## config.mk

```make
export PLATFORM = sky130hd
export DESIGN_NAME = cpsc_top
export DESIGN_NICKNAME = d
export VERILOG_FILES = /design/src/hw/cpsc_pkg.sv /design/src/hw/cpsc_sync.sv /design/src/hw/cpsc_top.sv
export VERILOG_INCLUDE_DIRS = /design/src /design/src/hw
export SDC_FILE = /design/constraint.sdc
export NUM_CORES = 1
export LEC_CHECK = 0
export BUFFER_PORTS_ARGS = -buffer_cell sky130_fd_sc_hd__buf_4
export CORE_MARGIN = 2
export CORE_UTILIZATION = 55
export DETAILED_ROUTE_END_ITERATION = 16
export PLACE_DENSITY = 0.86
export SLEW_MARGIN = 20
export SYNTH_ARGS = -nofsm -noshare
export SYNTH_HDL_FRONTEND = slang
export SYNTH_SLANG_ARGS = --single-unit
```

## constraint.sdc

```tcl
create_clock -name hclk -period 3.9 [get_ports hclk]
set_clock_uncertainty 0.15 [all_clocks]
set_input_delay 0.195 -clock hclk [delete_from_list [all_inputs] [get_ports hclk]]
set_output_delay 0.195 -clock hclk [all_outputs]
set_load 0.03 [all_outputs]
```

## src/hw/cpsc_regs.svh

```systemverilog
// register offsets, field positions and reset values of the card power switch control
`ifndef CPSC_REGS_SVH
`define CPSC_REGS_SVH

// ==========================================================
// register byte offsets
`define CPSC_OFS_CTRL 8'h00
`define CPSC_OFS_STATUS 8'h04
`define CPSC_OFS_WORD 8'h08
`define CPSC_OFS_SHIFT 8'h0C
`define CPSC_OFS_LEVELS 8'h10
`define CPSC_OFS_PROT 8'h14
`define CPSC_OFS_LATCHES 8'h18

// ==========================================================
// control register fields and reset value
`define CPSC_CTRL_SOFT_RESET 0
`define CPSC_CTRL_LOW_POWER_LIMIT_N_OC_EN 1
`define CPSC_CTRL_RST 2'h2

// ==========================================================
// control word bit positions
`define CPSC_WORD_W 11
`define CPSC_WORD_RST 11'h000
`define CPSC_D_A_PRG0 0
`define CPSC_D_A_PRG1 1
`define CPSC_D_A_PRI3 2
`define CPSC_D_A_PRI5 3
`define CPSC_D_B_PRG0 4
`define CPSC_D_B_PRG1 5
`define CPSC_D_B_PRI5 6
`define CPSC_D_B_PRI3 7
`define CPSC_D_PWR 8
`define CPSC_D_A_PRG5 9
`define CPSC_D_B_PRG5 10

// ==========================================================
// pin synchroniser width and reset image (active-low pins idle high)
`define CPSC_PIN_W 12
`define CPSC_PIN_INIT 12'h030

`endif

```

## src/hw/cpsc_pkg.sv

```systemverilog
// types shared by the card power switch control
package cpsc_pkg;

  // level presented on one switched supply output
  typedef enum logic [2:0] {
    LVL_HIZ = 3'h0,
    LVL_GND = 3'h1,
    LVL_V33 = 3'h2,
    LVL_V5 = 3'h3,
    LVL_V12 = 3'h4,
    LVL_DISCH = 3'h5
  } cpsc_level_e;

  // gray along discharge -> armed -> run
  typedef enum logic [1:0] {
    ST_DISCH = 2'h0,
    ST_ARMED = 2'h1,
    ST_RUN = 2'h3
  } cpsc_state_e;

endpackage

```

## src/hw/cpsc_sync.sv

```systemverilog
// two-flop pin synchroniser with rising edge detect
`timescale 1ns/10ps
`default_nettype none
module cpsc_sync #(
  parameter int W = 1,
  parameter logic [W-1:0] INIT = '0
) (
  // clock and reset
  input wire logic hclk,
  input wire logic hresetn,
  // pins
  input wire logic [W-1:0] async_in,
  // synchronised view
  output logic [W-1:0] level,
  output logic [W-1:0] rise
);
  logic [W-1:0] meta_q;
  logic [W-1:0] sync_q;
  logic [W-1:0] prev_q;

  // meta_q feeds sync_q only
  always_ff @(posedge hclk or negedge hresetn)
  begin
    if (!hresetn)
    begin
      meta_q <= INIT;
      sync_q <= INIT;
      prev_q <= INIT;
    end
    else
    begin
      meta_q <= async_in;
      sync_q <= meta_q;
      prev_q <= sync_q;
    end
  end

  assign level = sync_q;
  assign rise = sync_q & ~prev_q;
endmodule
`default_nettype wire

```

## src/hw/cpsc_top.sv

```systemverilog
// card power switch control: serial word, reset discharge, protection, ahb status
`timescale 1ns/10ps
`default_nettype none
`include "cpsc_regs.svh"
module cpsc_top (
  // clock and reset
  input wire logic hclk,
  input wire logic hresetn,
  // ahb-lite slave
  input wire logic hsel,
  input wire logic [31:0] haddr,
  input wire logic [1:0] htrans,
  input wire logic hwrite,
  input wire logic [2:0] hsize,
  input wire logic [31:0] hwdata,
  input wire logic hready,
  output logic hreadyout,
  output logic hresp,
  output logic [31:0] hrdata,
  // serial control link
  input wire logic serial_clk,
  input wire logic serial_data,
  input wire logic serial_latch,
  // reset, standby and mode pins
  input wire logic reset_hi,
  input wire logic reset_pin_n,
  input wire logic low_power_limit_n,
  input wire logic mode_sel,
  // protection sensing
  input wire logic [3:0] overload_sense,
  input wire logic overtemp,
  // switched supplies
  output var cpsc_pkg::cpsc_level_e slot_a_primary_supply,
  output var cpsc_pkg::cpsc_level_e slot_a_program_supply,
  output var cpsc_pkg::cpsc_level_e slot_b_primary_supply,
  output var cpsc_pkg::cpsc_level_e slot_b_program_supply,
  // ground discharge switches
  output logic discharge_switch_one,
  output logic discharge_switch_four,
  output logic discharge_switch_seven,
  output logic discharge_switch_eleven,
  // protection outputs
  output logic [3:0] current_limit_on,
  output logic reduced_limit,
  output logic overload_flag_n
);
  import cpsc_pkg::*;

  // ==========================================================
  // decode helpers

  // sel is {5v bit, 3.3v bit}; both or neither give 0 V
  function automatic cpsc_level_e primary_lvl(input logic [1:0] sel);
    cpsc_level_e l;
    l = LVL_GND;
    unique case (sel)
      2'b01: l = LVL_V33;
      2'b10: l = LVL_V5;
      default: l = LVL_GND;
    endcase
    return l;
  endfunction

  // sel is {prg0, prg1}
  function automatic cpsc_level_e program_lvl(
    input logic [1:0] sel,
    input logic hi5,
    input logic indep,
    input cpsc_level_e prim
  );
    cpsc_level_e l;
    l = LVL_GND;
    unique case (sel)
      2'b00: l = LVL_GND;
      2'b01: l = indep ? (hi5 ? LVL_V5 : LVL_V33) : prim;
      2'b10: l = LVL_V12;
      2'b11: l = LVL_HIZ;
    endcase
    return l;
  endfunction

  // discharge overrides everything, then power-down and overtemperature
  function automatic cpsc_level_e gate_lvl(
    input cpsc_level_e l,
    input logic run,
    input logic off
  );
    cpsc_level_e g;
    g = l;
    if (!run)
      g = LVL_DISCH;
    else if (off)
      g = LVL_HIZ;
    return g;
  endfunction

  function automatic logic powered(input cpsc_level_e l);
    return (l == LVL_V33) || (l == LVL_V5) || (l == LVL_V12);
  endfunction

  // ==========================================================
  // pin synchronisers
  logic [`CPSC_PIN_W-1:0] pin_raw;
  logic [`CPSC_PIN_W-1:0] pin_lvl;
  logic [`CPSC_PIN_W-1:0] pin_rise;

  assign pin_raw = {overload_sense, overtemp, mode_sel, low_power_limit_n,
                    reset_pin_n, reset_hi, serial_latch, serial_data, serial_clk};

  cpsc_sync #(
    .W(`CPSC_PIN_W),
    .INIT(`CPSC_PIN_INIT)
  ) u_sync (
    .hclk(hclk),
    .hresetn(hresetn),
    .async_in(pin_raw),
    .level(pin_lvl),
    .rise(pin_rise)
  );

  logic sclk_rise;
  logic sdata;
  logic latch_rise;
  logic rst_hi_s;
  logic rst_n_s;
  logic standby;
  logic indep_mode;
  logic hot;
  logic [3:0] ovl_s;

  assign sclk_rise = pin_rise[0];
  assign sdata = pin_lvl[1];
  assign latch_rise = pin_rise[2];
  assign rst_hi_s = pin_lvl[3];
  assign rst_n_s = pin_lvl[4];
  assign standby = ~pin_lvl[5];
  assign indep_mode = pin_lvl[6];
  assign hot = pin_lvl[7];
  assign ovl_s = pin_lvl[11:8];

  // ==========================================================
  // control register state
  logic [1:0] ctrl_q;
  logic reset_any;
  logic latch_ok;

  // open reset pins are pulled to their idle level outside this logic
  assign reset_any = rst_hi_s | ~rst_n_s | ctrl_q[`CPSC_CTRL_SOFT_RESET];
  assign latch_ok = latch_rise & ~reset_any;

  // ==========================================================
  // serial shift and latch
  logic [`CPSC_WORD_W-1:0] shift_q;
  logic [`CPSC_WORD_W-1:0] word_q;
  logic [3:0] bits_q;
  logic short_q;
  logic [7:0] latches_q;

  // first bit clocked ends in D10, last in D0
  always_ff @(posedge hclk or negedge hresetn)
  begin
    if (!hresetn)
      shift_q <= `CPSC_WORD_RST;
    else if (sclk_rise)
      shift_q <= {shift_q[`CPSC_WORD_W-2:0], sdata};
  end

  // a latch in the same cycle as a clock edge takes the word before that shift
  always_ff @(posedge hclk or negedge hresetn)
  begin
    if (!hresetn)
      word_q <= `CPSC_WORD_RST;
    else if (latch_ok)
      word_q <= shift_q;
  end

  // bits since the last latch, saturating; short words are still taken
  always_ff @(posedge hclk or negedge hresetn)
  begin
    if (!hresetn)
    begin
      bits_q <= 4'h0;
      short_q <= 1'b0;
      latches_q <= 8'h00;
    end
    else if (latch_ok)
    begin
      bits_q <= 4'h0;
      short_q <= (bits_q < 4'hB);
      latches_q <= latches_q + 8'h01;
    end
    else if (sclk_rise && bits_q != 4'hF)
      bits_q <= bits_q + 4'h1;
  end

  // ==========================================================
  // discharge / run sequencing
  cpsc_state_e state_q;
  cpsc_state_e state_d;

  always_comb
  begin
    state_d = state_q;
    unique case (state_q)
      ST_DISCH: state_d = reset_any ? ST_DISCH : ST_ARMED;
      ST_ARMED: state_d = reset_any ? ST_DISCH : (latch_ok ? ST_RUN : ST_ARMED);
      ST_RUN: state_d = reset_any ? ST_DISCH : ST_RUN;
      default: state_d = ST_DISCH;
    endcase
  end

  always_ff @(posedge hclk or negedge hresetn)
  begin
    if (!hresetn)
      state_q <= ST_DISCH;
    else
      state_q <= state_d;
  end

  // ==========================================================
  // output decode
  logic run;
  logic off;
  cpsc_level_e a_pri;
  cpsc_level_e b_pri;
  cpsc_level_e a_prg;
  cpsc_level_e b_prg;
  cpsc_level_e a_pri_g;
  cpsc_level_e b_pri_g;
  cpsc_level_e a_prg_g;
  cpsc_level_e b_prg_g;

  assign run = (state_q == ST_RUN);
  assign off = ~word_q[`CPSC_D_PWR] | hot;
  assign a_pri = primary_lvl({word_q[`CPSC_D_A_PRI5], word_q[`CPSC_D_A_PRI3]});
  assign b_pri = primary_lvl({word_q[`CPSC_D_B_PRI5], word_q[`CPSC_D_B_PRI3]});
  assign a_prg = program_lvl({word_q[`CPSC_D_A_PRG0], word_q[`CPSC_D_A_PRG1]},
                             word_q[`CPSC_D_A_PRG5], indep_mode, a_pri);
  assign b_prg = program_lvl({word_q[`CPSC_D_B_PRG0], word_q[`CPSC_D_B_PRG1]},
                             word_q[`CPSC_D_B_PRG5], indep_mode, b_pri);
  assign a_pri_g = gate_lvl(a_pri, run, off);
  assign b_pri_g = gate_lvl(b_pri, run, off);
  assign a_prg_g = gate_lvl(a_prg, run, off);
  assign b_prg_g = gate_lvl(b_prg, run, off);

  always_ff @(posedge hclk or negedge hresetn)
  begin
    if (!hresetn)
    begin
      slot_a_primary_supply <= LVL_DISCH;
      slot_a_program_supply <= LVL_DISCH;
      slot_b_primary_supply <= LVL_DISCH;
      slot_b_program_supply <= LVL_DISCH;
      discharge_switch_one <= 1'b1;
      discharge_switch_four <= 1'b1;
      discharge_switch_seven <= 1'b1;
      discharge_switch_eleven <= 1'b1;
    end
    else
    begin
      slot_a_primary_supply <= a_pri_g;
      slot_a_program_supply <= a_prg_g;
      slot_b_primary_supply <= b_pri_g;
      slot_b_program_supply <= b_prg_g;
      discharge_switch_one <= ~run;
      discharge_switch_four <= ~run;
      discharge_switch_seven <= ~run;
      discharge_switch_eleven <= ~run;
    end
  end

  // ==========================================================
  // protection
  logic [3:0] out_on;
  logic [3:0] limit_d;
  logic low_power_limit_n_oc_q;

  // order: a primary, a program, b primary, b program
  assign out_on = {powered(b_prg_g), powered(b_pri_g), powered(a_prg_g), powered(a_pri_g)};
  assign limit_d = ovl_s & out_on;

  // resettles while standby lasts; set wins over the standby-exit clear
  always_ff @(posedge hclk or negedge hresetn)
  begin
    if (!hresetn)
      low_power_limit_n_oc_q <= 1'b0;
    else if (latch_ok && standby && ctrl_q[`CPSC_CTRL_LOW_POWER_LIMIT_N_OC_EN])
      low_power_limit_n_oc_q <= 1'b1;
    else if (!standby)
      low_power_limit_n_oc_q <= 1'b0;
  end

  always_ff @(posedge hclk or negedge hresetn)
  begin
    if (!hresetn)
    begin
      current_limit_on <= 4'h0;
      reduced_limit <= 1'b0;
      overload_flag_n <= 1'b1;
    end
    else
    begin
      current_limit_on <= limit_d;
      reduced_limit <= standby;
      overload_flag_n <= ~((|limit_d) | hot | low_power_limit_n_oc_q);
    end
  end

  // ==========================================================
  // ahb-lite slave, zero wait states
  logic ap_take;
  logic ap_word;
  logic dp_we_q;
  logic [7:0] dp_addr_q;
  logic [31:0] rd_mux;
  logic [31:0] status_w;
  logic [31:0] levels_w;

  assign ap_take = hsel & htrans[1] & hready;
  assign ap_word = (hsize == 3'h2);

  always_ff @(posedge hclk or negedge hresetn)
  begin
    if (!hresetn)
    begin
      dp_we_q <= 1'b0;
      dp_addr_q <= 8'h00;
    end
    else
    begin
      dp_we_q <= ap_take & hwrite & ap_word;
      if (ap_take)
        dp_addr_q <= haddr[7:0];
    end
  end

  always_ff @(posedge hclk or negedge hresetn)
  begin
    if (!hresetn)
      ctrl_q <= `CPSC_CTRL_RST;
    else if (dp_we_q && dp_addr_q == `CPSC_OFS_CTRL)
      ctrl_q <= hwdata[1:0];
  end

  assign status_w = {19'h0, bits_q, short_q, low_power_limit_n_oc_q, reset_any, indep_mode,
                     standby, hot, ~overload_flag_n, state_q};
  assign levels_w = {20'h0, slot_b_program_supply, slot_b_primary_supply,
                     slot_a_program_supply, slot_a_primary_supply};

  assign rd_mux =
    (haddr[7:0] == `CPSC_OFS_CTRL) ? {30'h0, ctrl_q} :
    (haddr[7:0] == `CPSC_OFS_STATUS) ? status_w :
    (haddr[7:0] == `CPSC_OFS_WORD) ? {21'h0, word_q} :
    (haddr[7:0] == `CPSC_OFS_SHIFT) ? {21'h0, shift_q} :
    (haddr[7:0] == `CPSC_OFS_LEVELS) ? levels_w :
    (haddr[7:0] == `CPSC_OFS_PROT) ? {24'h0, current_limit_on, ovl_s} :
    (haddr[7:0] == `CPSC_OFS_LATCHES) ? {24'h0, latches_q} :
    32'h0000_0000;

  // unmapped or upper addresses read zero
  always_ff @(posedge hclk or negedge hresetn)
  begin
    if (!hresetn)
      hrdata <= 32'h0000_0000;
    else if (ap_take && !hwrite && haddr[31:8] == 24'h000000)
      hrdata <= rd_mux;
    else if (ap_take)
      hrdata <= 32'h0000_0000;
  end

  assign hreadyout = 1'b1;
  assign hresp = 1'b0;
endmodule
`default_nettype wire

```

==> results of run 1 <==
-- layout by cell type, fill, tap and decap left out, types with 4 or more instances in the layout --
cell type | synthesis | final
dlygate4sd3_1 | 0 | 22
conb_1 | 2 | 21
clkbuf_8 | 0 | 11
nor2_1 | 17 | 17
a22oi_1 | 4 | 4
ha_1 | 4 | 4
and3_1 | 4 | 4
mux2_2 | 22 | 22
o2bb2ai_1 | 6 | 6
dfrtp_1 | 92 | 92
nor4_1 | 7 | 7
o22ai_1 | 4 | 4
o21ai_0 | 20 | 20
o41ai_1 | 5 | 5
a2bb2oi_1 | 7 | 7
xnor2_1 | 7 | 7
a21oi_1 | 5 | 5
nand2b_1 | 10 | 10
dfstp_2 | 13 | 13
mux2i_1 | 7 | 7
buf_4 | 28 | 91
a21o_1 | 7 | 7
nand3_1 | 7 | 7
o31ai_1 | 7 | 7
nand2_1 | 56 | 56
nand4_1 | 4 | 4
inv_1 | 8 | 8
-- final timing paths --
kind,cells past startpoint,endpoint,from
worst min-delay path,2,dp_addr_q[4],haddr[4]
worst min register to register,0,u_sync.level[7],u_sync.meta_q[7]
worst max register to register,4,latches_q[6],u_sync.level[4]
max in group asynchronous,3,u_sync.meta_q[4],hresetn
min in group asynchronous,2,u_sync.meta_q[9],hresetn
worst max-delay path,4,latches_q[6],u_sync.level[4]
-- cells by family after synthesis --
logic type      share of synthesized area, %
compound gates                          12.1
xor+xnor                                1.85
fa+ha+maj                               1.06
buf+inv                                 6.88
flops                                   55.9
mux                                     6.72
other cells                            0.159
simple gates                            15.3
-- worst max-delay path: stages, from the launching register on --
cell and delay [ns]:
dfstp_2 0.52, or3b_1 0.49, nor2_2 0.69, nand4_1 0.23
xnor2_1 0.18
-- cell usage after synthesis, types with 4 or more instances --
cell type and instances:
dfrtp_1 92, nand2_1 56, buf_4 28, mux2_2 22, o21ai_0 20, nor2_1 17
dfstp_2 13, nand2b_1 10, inv_1 8, a21o_1 7, a2bb2oi_1 7, buf_2 7
mux2i_1 7, nand3_1 7, nor4_1 7, o31ai_1 7, xnor2_1 7, clkbuf_1 6
o2bb2ai_1 6, a21oi_1 5, o41ai_1 5, a22oi_1 4, and3_1 4, ha_1 4
nand4_1 4, o22ai_1 4
-- through the flow --
stage | util (%) | total power [mW]
6_report | 70.0 | 2.62
5_1_grt | 70.0 | 2.75
3_5_place_dp | 64.5 | 1.85
2_1_floorplan | - | 1.68
3_3_place_gp | 64.5 | 1.82
4_1_cts | 70.0 | 2.62
-- metal layers --
layer | global-route usage (%) | vias up | wire, microns
met1 | 31.8 | 1817 | 4380
met3 | 5.49 | 33 | 894
met4 | 10.1 | 0 | 355
met5 | 0 | - | 0
li1 | - | 1628 | -
met2 | 41.3 | 202 | 5680
-- layout make-up --
cell class              instances  area [sq um]  share of cell area [%]
clock inverters                 4          76.3                    1.32
clock buffers                  12           155                    2.68
repair buffers                113           903                    15.6
inverters                      11          41.3                   0.714
flip-flops and latches        105          2640                    45.7
well taps                     105           131                    2.27
multi-input cells             280          1830                    31.7
-- power by group --
group	total [mW]	switching [mW]	leakage [nW]	internal [mW]
registers	1.39	0.150	1.31	1.24
clock network	0.755	0.357	0.113	0.398
logic	0.469	0.243	1.26	0.226
total	2.62	0.751	2.68	1.87
-- flip-flops by register name (all words and copies together) (netlist names), 3 cells and up --
signal and cells:
hrdata 13, u_sync.level 12, u_sync.meta_q 12, shift_q 11, word_q 11, dp_addr_q 8, latches_q 8, bits_q 4
current_limit_on 4, slot_a_program_supply 3, slot_b_program_supply 3
==> out/results.ini, run 1 <==
[critical_path]
crit_fanout=20
worstPathRequired_ns=4.01
cp.arrival_ns=2.48
cp-start-kind=flop
worstSetupPathType=reg -> reg
reg2reg_slack_ns=1.53
cp-end-kind=flop

[place]
dp.cells=592
port_buffers=89
dpl_cell_area_sq_um=5330
dpl_worst_slack_ns=1.54
post-dp-hpwl_mm=7.99
gp_congestion=0.865

[timing]
slew_viol_final=0
max-slew-margin-rel_pct=38.6
finalHoldViolations=0
post-route-period-util_pct=60.9
tightest_slew_ns=0.922
final.setup.tns_ns=0
whs_ns=0.0160
setup_slack_ns=1.53
layout_min_cycle_time_ns=2.37
fmaxAchievable_ghz=0.421
rsz0062_at_grt=false
setup_viol=0

[synthesis]
synthFlopType=dfrtp_1
ys_ff_latch=105
yosysWarnings=0
avgSynthCellArea_sq_um=11.3
yosysTopAreaCell=dfrtp_1
synth-seq-area-share_pct=55.9
syn-instance-count=420
synth_edf_count=0
yosysTopAreaCellShare_pct=48.7
yosys.cell_types.count=61
syn_area_sq_um=4730
synth_area_leaders=dfrtp_1 (49%), dfstp_2 (7.2%), mux2_2 (5.2%)
async_flop_share_pct=100

[floorplan]
coreArea_sq_um=8260
die_w_microns=96.7
die_y_microns=96.7
dieArea_sq_um=9350
start_util_pct=57.3
num_io_pins=142
row_count=33

[cts]
cts_setup_buffers=0
clock_sinks=105
clk_latency_ns=0.37
clock_path_buffers=2
path_clk_slew_ns=0.09
cts_root_buffer=clkbuf_8
numCtsBuffers=9
h-tree-depth=3
cts_tree=built
cts_hold_buffers=22
cts_resized=0

[global_route]
antenna_found_initial=0
grt_pass1_vias=3715
grt_overflow=0
grt_pass1_wl_mm=18.5
grt_max_degree=76
grt_util_all_layers_pct=24.9

[drt]
via_per_inst=5.84
final_antenna_net_count=0
drt_iter0_drc=284
dr.pass1.iters=6
drc_errors=0
wirelength_mm=11.3
routedWlPerCell_microns=17.9
vias=3680

[finish]
fin_nets=610
final_cells=630
final_area_sq_um=5780
diodes=0
fillCellCount=592
drive_gt1_share_pct=30.1
area_growth_pct=22.3

[status]
outcome=complete, no violations

[run]
cap_violations=0

[worst_hold_path]
hold_class=in -> reg

[power]
power_density_nw_per_um2=452
p_leak_nw=2.68
ir_drop_v=0.000255

(Power assumes the default switching activity.)
==> run 2, diff against run 1 <==
- ABC_AREA: not set -> 1
- CORE_UTILIZATION: 55 -> 52
- PLACE_DENSITY: 0.86 -> 0.82
- clock period: 3.9 -> 2.45 ns (I/O delays scaled with it)
==> out/results.ini, run 2 <==
[finish]
final_cell_mix=nand2_1 (135), buf_4 (93), dfrtp_1 (92)
largest_reg_flops=13  ; unchanged
final_util_pct=65.6  ; -4.5 points
final_common_cell=nand2_1
diodes=0  ; unchanged
area_growth_pct=22.5
ff_latch_area_sq_um=2640  ; unchanged
drive_gt1_share_pct=23.2  ; -6.9 points
final_area_sq_um=6030  ; +4.2%
fin_nets=770  ; +26%
regMostFlops=hrdata
fillCellCount=731  ; +23%
multi_input_area_sq_um=1880  ; +2.4%

[synthesis]
syn-instance-count=567  ; +35%
avgSynthCellArea_sq_um=8.68  ; -23%
synth-seq-area-share_pct=53.7  ; -2.2 points
async_flop_share_pct=100  ; unchanged
yosys.cell_types.count=39  ; -36%
yosysWarnings=0  ; unchanged
synth_common_cells=nand2_1 (135), dfrtp_1 (92), nor2_1 (72), inv_1 (46), nand3_1 (40)
yosysMostFrequentCell=nand2_1
yosysTopAreaCell=dfrtp_1
synth_edf_count=0  ; unchanged
syn_area_sq_um=4920  ; +4.1%
synth_area_leaders=dfrtp_1 (47%), nand2_1 (10%), dfstp_2 (6.9%)
synthFlopType=dfrtp_1
ys_ff_latch=105  ; unchanged
yosysTopAreaCellShare_pct=46.8  ; -1.9 points

[floorplan]
coreArea_sq_um=9200  ; +11%
row_count=35  ; +6.1%
num_io_pins=142  ; unchanged
dieArea_sq_um=10300  ; +9.7%
die_w_microns=101  ; +4.7%
start_util_pct=53.5  ; -3.7 points
die_y_microns=101  ; +4.7%

[status]
outcome=complete, no violations

[critical_path]
critPathLaunch=haddr[0]
reg2reg_slack_ns=0.68  ; -0.85 ns
worstPathRequired_ns=2.61  ; -1.40 ns
rr_worst_depth=8  ; +4
reg2reg_from=u_sync.prev_q[0]
cp.arrival_ns=1.96  ; -0.52 ns
regToRegEndpoint=bits_q[3]
crit_fanout=8  ; -60%
worstSetupPathType=in -> reg
cp-start-kind=input port
cp-end-kind=flop

[global_route]
grt_pass1_vias=4026  ; +8.4%
grt_max_degree=49  ; -36%
grt_util_all_layers_pct=23.3  ; -1.6 points
grt_overflow=0  ; unchanged
grt_pass1_wl_mm=18.6  ; +0.45%
antenna_found_initial=0  ; unchanged

[timing]
setup_viol=0  ; unchanged
rsz0062_at_grt=false
finalHoldViolations=0  ; unchanged
slew_viol_final=0  ; unchanged
final.setup.tns_ns=0  ; unchanged
layout_min_cycle_time_ns=1.80
fmaxAchievable_ghz=0.554
post-route-period-util_pct=73.7
setup_slack_ns=0.645  ; -0.881 ns
whs_ns=0.0262  ; +0.0102 ns

[drt]
final_antenna_net_count=0  ; unchanged
routedWlPerCell_microns=14.6  ; -18%
via_per_inst=5.35  ; -8.5%
dr.pass1.iters=7  ; +1
vias=4255  ; +16%
drc_errors=0  ; unchanged
drt_iter0_drc=381  ; +34%
wirelength_mm=11.7  ; +3.1%

[run]
cap_violations=0  ; unchanged

[cts]
path_clk_slew_ns=0.10  ; about the same
cts_root_buffer=clkbuf_8
h-tree-depth=3  ; unchanged
clock_sinks=105  ; unchanged
clock_path_buffers=2  ; unchanged
clk_latency_ns=0.37  ; about the same
numCtsBuffers=9  ; unchanged
cts_resized=0  ; unchanged
cts_tree=built

[place]
port_buffers=89  ; unchanged
post-dp-hpwl_mm=8.67  ; +8.5%
dpl_cell_area_sq_um=5590  ; +4.9%
gp_congestion=0.894  ; +3.4%
dpl_worst_slack_ns=0.749  ; -0.792 ns

[worst_hold_path]
hold_class=in -> async

[power]
power_density_nw_per_um2=564  ; +25%
p_leak_nw=3.07  ; +15%
ir_drop_v=0.000293  ; +15%

run 2: cell types whose count changed after synthesis, sizes merged, moves of 10 or more:
cell	before	now
o21ai	20	37
nand2	56	141
a21oi	5	26
nand2b	10	0
mux2	22	0
inv	11	55
nor2	19	84
nand3	8	40
run 2: logic make-up (layout without fill, tap and decap cells):
| kind of cell | Yosys count | after routing | share of synthesized area (%) |
|---|---|---|---|
| flops | 105 | 105 | 53.7 |
| other cells | 2 | 21 | 0.153 |
| compound gates | 70 | 70 | 7.78 |
| simple gates | 287 | 287 | 26.5 |
| buf+inv | 92 | 191 | 9.63 |
| xor+xnor | 7 | 7 | 1.25 |
| fa+ha+maj | 4 | 4 | 1.02 |
run 2: layout make-up:
| type | instances | share of cell area, % |
|---|---|---|
| clock buffers | 10 | 2.28 |
| clock inverters | 6 | 0.706 |
| inverters | 55 | 3.51 |
| multi-input cells | 389 | 31.1 |
| flip-flops and latches | 105 | 43.8 |
| well taps | 111 | 2.30 |
| repair buffers | 120 | 16.2 |
run 2: critical path: stages:
cell	delay, ns
dlygate4sd3_1	0.56
buf_4	0.15
nor2_1	0.13
nand2_1	0.17
nor2_4	0.28
nand2_1	0.08
o21ai_0	0.15
nand2_1	0.09
nand2_1	0.07
nand3_1	0.07
nand2_1	0.08
run 2: what timing repair did:
| action | in CTS | in global routing |
|---|---|---|
| endpoints found under the hold margin | 122 | 0 |
| endpoints found under the setup margin | 0 | 0 |
| hold buffers | 26 | 0 |
| buffers inserted | 0 | 0 |
run 2: per-layer routing:
metal / GRT usage (%) / vias to the layer above / wire (microns)
met1: 29.2 / 2028 / 4670
li1: - / 1981 / -
met5: 0 / - / 0
met2: 39.7 / 213 / 5740
met4: 11.0 / 0 / 382
met3: 3.38 / 33 / 867
run 2: worst max path at each step:
stage                        end  slack [ns]  cells after the start
finish                 hrdata[8]        0.65                     11
global route           hrdata[8]        0.49                     11
CTS                    hrdata[8]        0.67                     11
detailed placement  latches_q[6]        0.75                      6
global placement    latches_q[6]        0.77                      6
floorplan           latches_q[7]        0.97                      6
run 2: per-stage QoR:
step           instances  power [mW]
2_1_floorplan        586        2.24
4_1_cts              796        3.40
3_3_place_gp         754        2.38
5_1_grt              796        3.55
6_report             796        3.40
3_5_place_dp         754        2.41
run 2: where the power goes:
part	leakage, nW	internal (mW)	switching, mW
logic	1.66	0.181	0.278
registers	1.32	1.86	0.0962
clock network	0.0887	0.399	0.582
==> run 3, diff against run 2 <==
- ABC_AREA: 1 -> 0
- CORE_UTILIZATION: 52 -> 47
- PLACE_DENSITY: 0.82 -> 0.79
- clock period: 2.45 -> 1.5 ns (I/O delays scaled with it)
==> out/results.ini, run 3 (synthesized netlist as in run 1, its figures left out) <==
[global_route]
grt_pass1_wl_mm=20.8  ; +12%
grt_pass1_vias=3940  ; -2.1%
grt_max_degree=106  ; +120%
antenna_found_initial=0  ; unchanged
grt_util_all_layers_pct=24.4  ; +1.1 points
grt_overflow=0  ; unchanged

[drt]
final_antenna_net_count=0  ; unchanged
drt_iter0_drc=263  ; -31%
wirelength_mm=13.2  ; +14%
routedWlPerCell_microns=18.1  ; +24%
via_per_inst=5.38  ; +0.56%
dr.pass1.iters=5  ; -2
vias=3924  ; -7.8%
drc_errors=0  ; unchanged

[critical_path]
timing.critical_path.buf_inv=1  ; -1
cp-start-kind=flop
cp_cell_sequence=or3b_4 > buf_6 > or2_4 > xnor2_1
worstPathRequired_ns=1.61  ; -1.00 ns
cp_slowest_cell=dfstp_2
max_stage_delay_ns=0.52  ; -0.04 ns
crit_fanout=6  ; -2
worstSetupPathType=reg -> reg
cp-end-kind=flop
crit_family=simple AND/OR/NAND/NOR gates
cp.arrival_ns=1.86  ; -0.10 ns

[worst_hold_path]
hold_class=in -> reg

[cts]
clk_latency_ns=0.38  ; about the same
clock_sinks=105  ; unchanged
h-tree-depth=3  ; unchanged
numCtsBuffers=9  ; unchanged
cts_tree=built
clock_path_buffers=2  ; unchanged
cts_root_buffer=clkbuf_8
path_clk_slew_ns=0.10  ; about the same

[run]
cap_violations=0  ; unchanged

[finish]
fin_nets=682  ; -11%
final_area_sq_um=6720  ; +11%
largest_reg_flops=13  ; unchanged
final_cell_mix=buf_4 (150), dfrtp_1 (91), nand2_1 (43)
area_growth_pct=42.1
drive_gt1_share_pct=46.7  ; +24 points
diodes=0  ; unchanged
final_common_cell=buf_4
regMostFlops=hrdata
final_util_pct=68.8  ; +3.2 points

[timing]
post-route-period-util_pct=117
layout_min_cycle_time_ns=1.75
slew_viol_final=0  ; unchanged
setup_slack_ns=-0.250  ; -0.895 ns
finalHoldViolations=7  ; +7
tightest_slew_ns=0.539
rsz0062_at_grt=true
max-slew-margin-rel_pct=63.8
whs_ns=-0.0505  ; -0.0767 ns
fmaxAchievable_ghz=0.571
setup_viol=30  ; +30

[place]
post-dp-hpwl_mm=8.96  ; +3.3%
gp_congestion=0.920  ; +3.0%
port_buffers=89  ; unchanged
dpl_cell_area_sq_um=5850  ; +4.7%

[floorplan]
dieArea_sq_um=10900  ; +6.0%
die_y_microns=104  ; +3.0%
num_io_pins=142  ; unchanged
die_w_microns=104  ; +3.0%
start_util_pct=48.4  ; -5.2 points
coreArea_sq_um=9770  ; +6.3%
row_count=36  ; +2.9%

[power]
p_leak_nw=3.18  ; +3.4%
power_density_nw_per_um2=1090  ; +94%
ir_drop_v=0.000788  ; +170%

[status]
outcome=complete, but fails checks
violations=hold timing, setup timing

==> run 3: cell types whose count changed in the layout (fill, tap and decap cells not counted), moves of 7 or more <==
cell      delta
a21o_1       +7
mux2i_1      +7
mux2_2      +22
inv_1       -42
o21ai_0     -21
nand2_1     -92
nand3_1     -34
nand2b_1     +9
buf_4       +57
nor2_1      -62
a21oi_1     -18
==> run 3: path summary, 6_finish.rpt <==
path | start | to | slack [ns] | cells after the start
max | u_sync.level[4] | latches_q[0] | -0.25 | 4
min | haddr[30] | hrdata[3] | -0.05 | 4
max reg2reg | u_sync.level[4] | latches_q[0] | -0.25 | 4
min reg2reg | u_sync.meta_q[0] | u_sync.level[0] | 0.20 | 0
max in group asynchronous | hresetn | word_q[4] | 0.62 | 3
min in group asynchronous | hresetn | u_sync.meta_q[6] | 0.13 | 3
==> run 3: layout make-up <==
| type | count | area, sq um |
|---|---|---|
| well taps | 133 | 166 |
| flip-flops and latches | 105 | 2650 |
| fillers | 701 | 3050 |
| repair buffers | 184 | 1520 |
| multi-input cells | 281 | 2170 |
| inverters | 11 | 41.3 |
| clock inverters | 6 | 42.5 |
| clock buffers | 10 | 138 |
==> run 3: what timing repair did <==
action,in CTS,in global routing
gates cloned,2,0
setup buffers,9,3
hold buffers,27,1
pin swaps,21,27
endpoints found under the setup margin,44,44
endpoints found under the hold margin,130,8
resized for setup,40,50
==> run 3: routing by layer <==
layer | part of all wire (%) | vias to the layer above | GRT usage [%]
met5 | 0 | - | 0
met4 | 2.4 | 0 | 7.82
met3 | 6.2 | 37 | 5.76
met2 | 51 | 188 | 41.4
met1 | 41 | 1918 | 30.8
li1 | - | 1781 | -
==> run 3: worst reg2reg max path, delay by kind of cell, from the launching register on <==
family | cells | cell delay (ns)
xor gates and xnor gates | 1 | 0.14
buffers and inverters | 1 | 0.15
DFF | 1 | 0.52
and+or+nand+nor | 2 | 0.68
==> run 3: stage by stage <==
stage                     instances  power [mW]  TNS [ns]  setup WS, ns
after floorplan                 439        4.40     -4.39        -0.207
after global placement          675        5.10     -6.98        -0.242
after detailed placement        675        5.18     -8.30        -0.317
after CTS                       729        7.11     -6.50        -0.242
after global routing            730        7.74     -6.68        -0.296
final                           730        7.35     -5.21        -0.250
==> run 3: report_power, final <==
| part | switching (mW) | internal [mW] | total (mW) |
|---|---|---|---|
| combinational | 0.952 | 1.10 | 2.05 |
| clock | 0.998 | 0.652 | 1.65 |
| sequential | 0.420 | 3.23 | 3.65 |
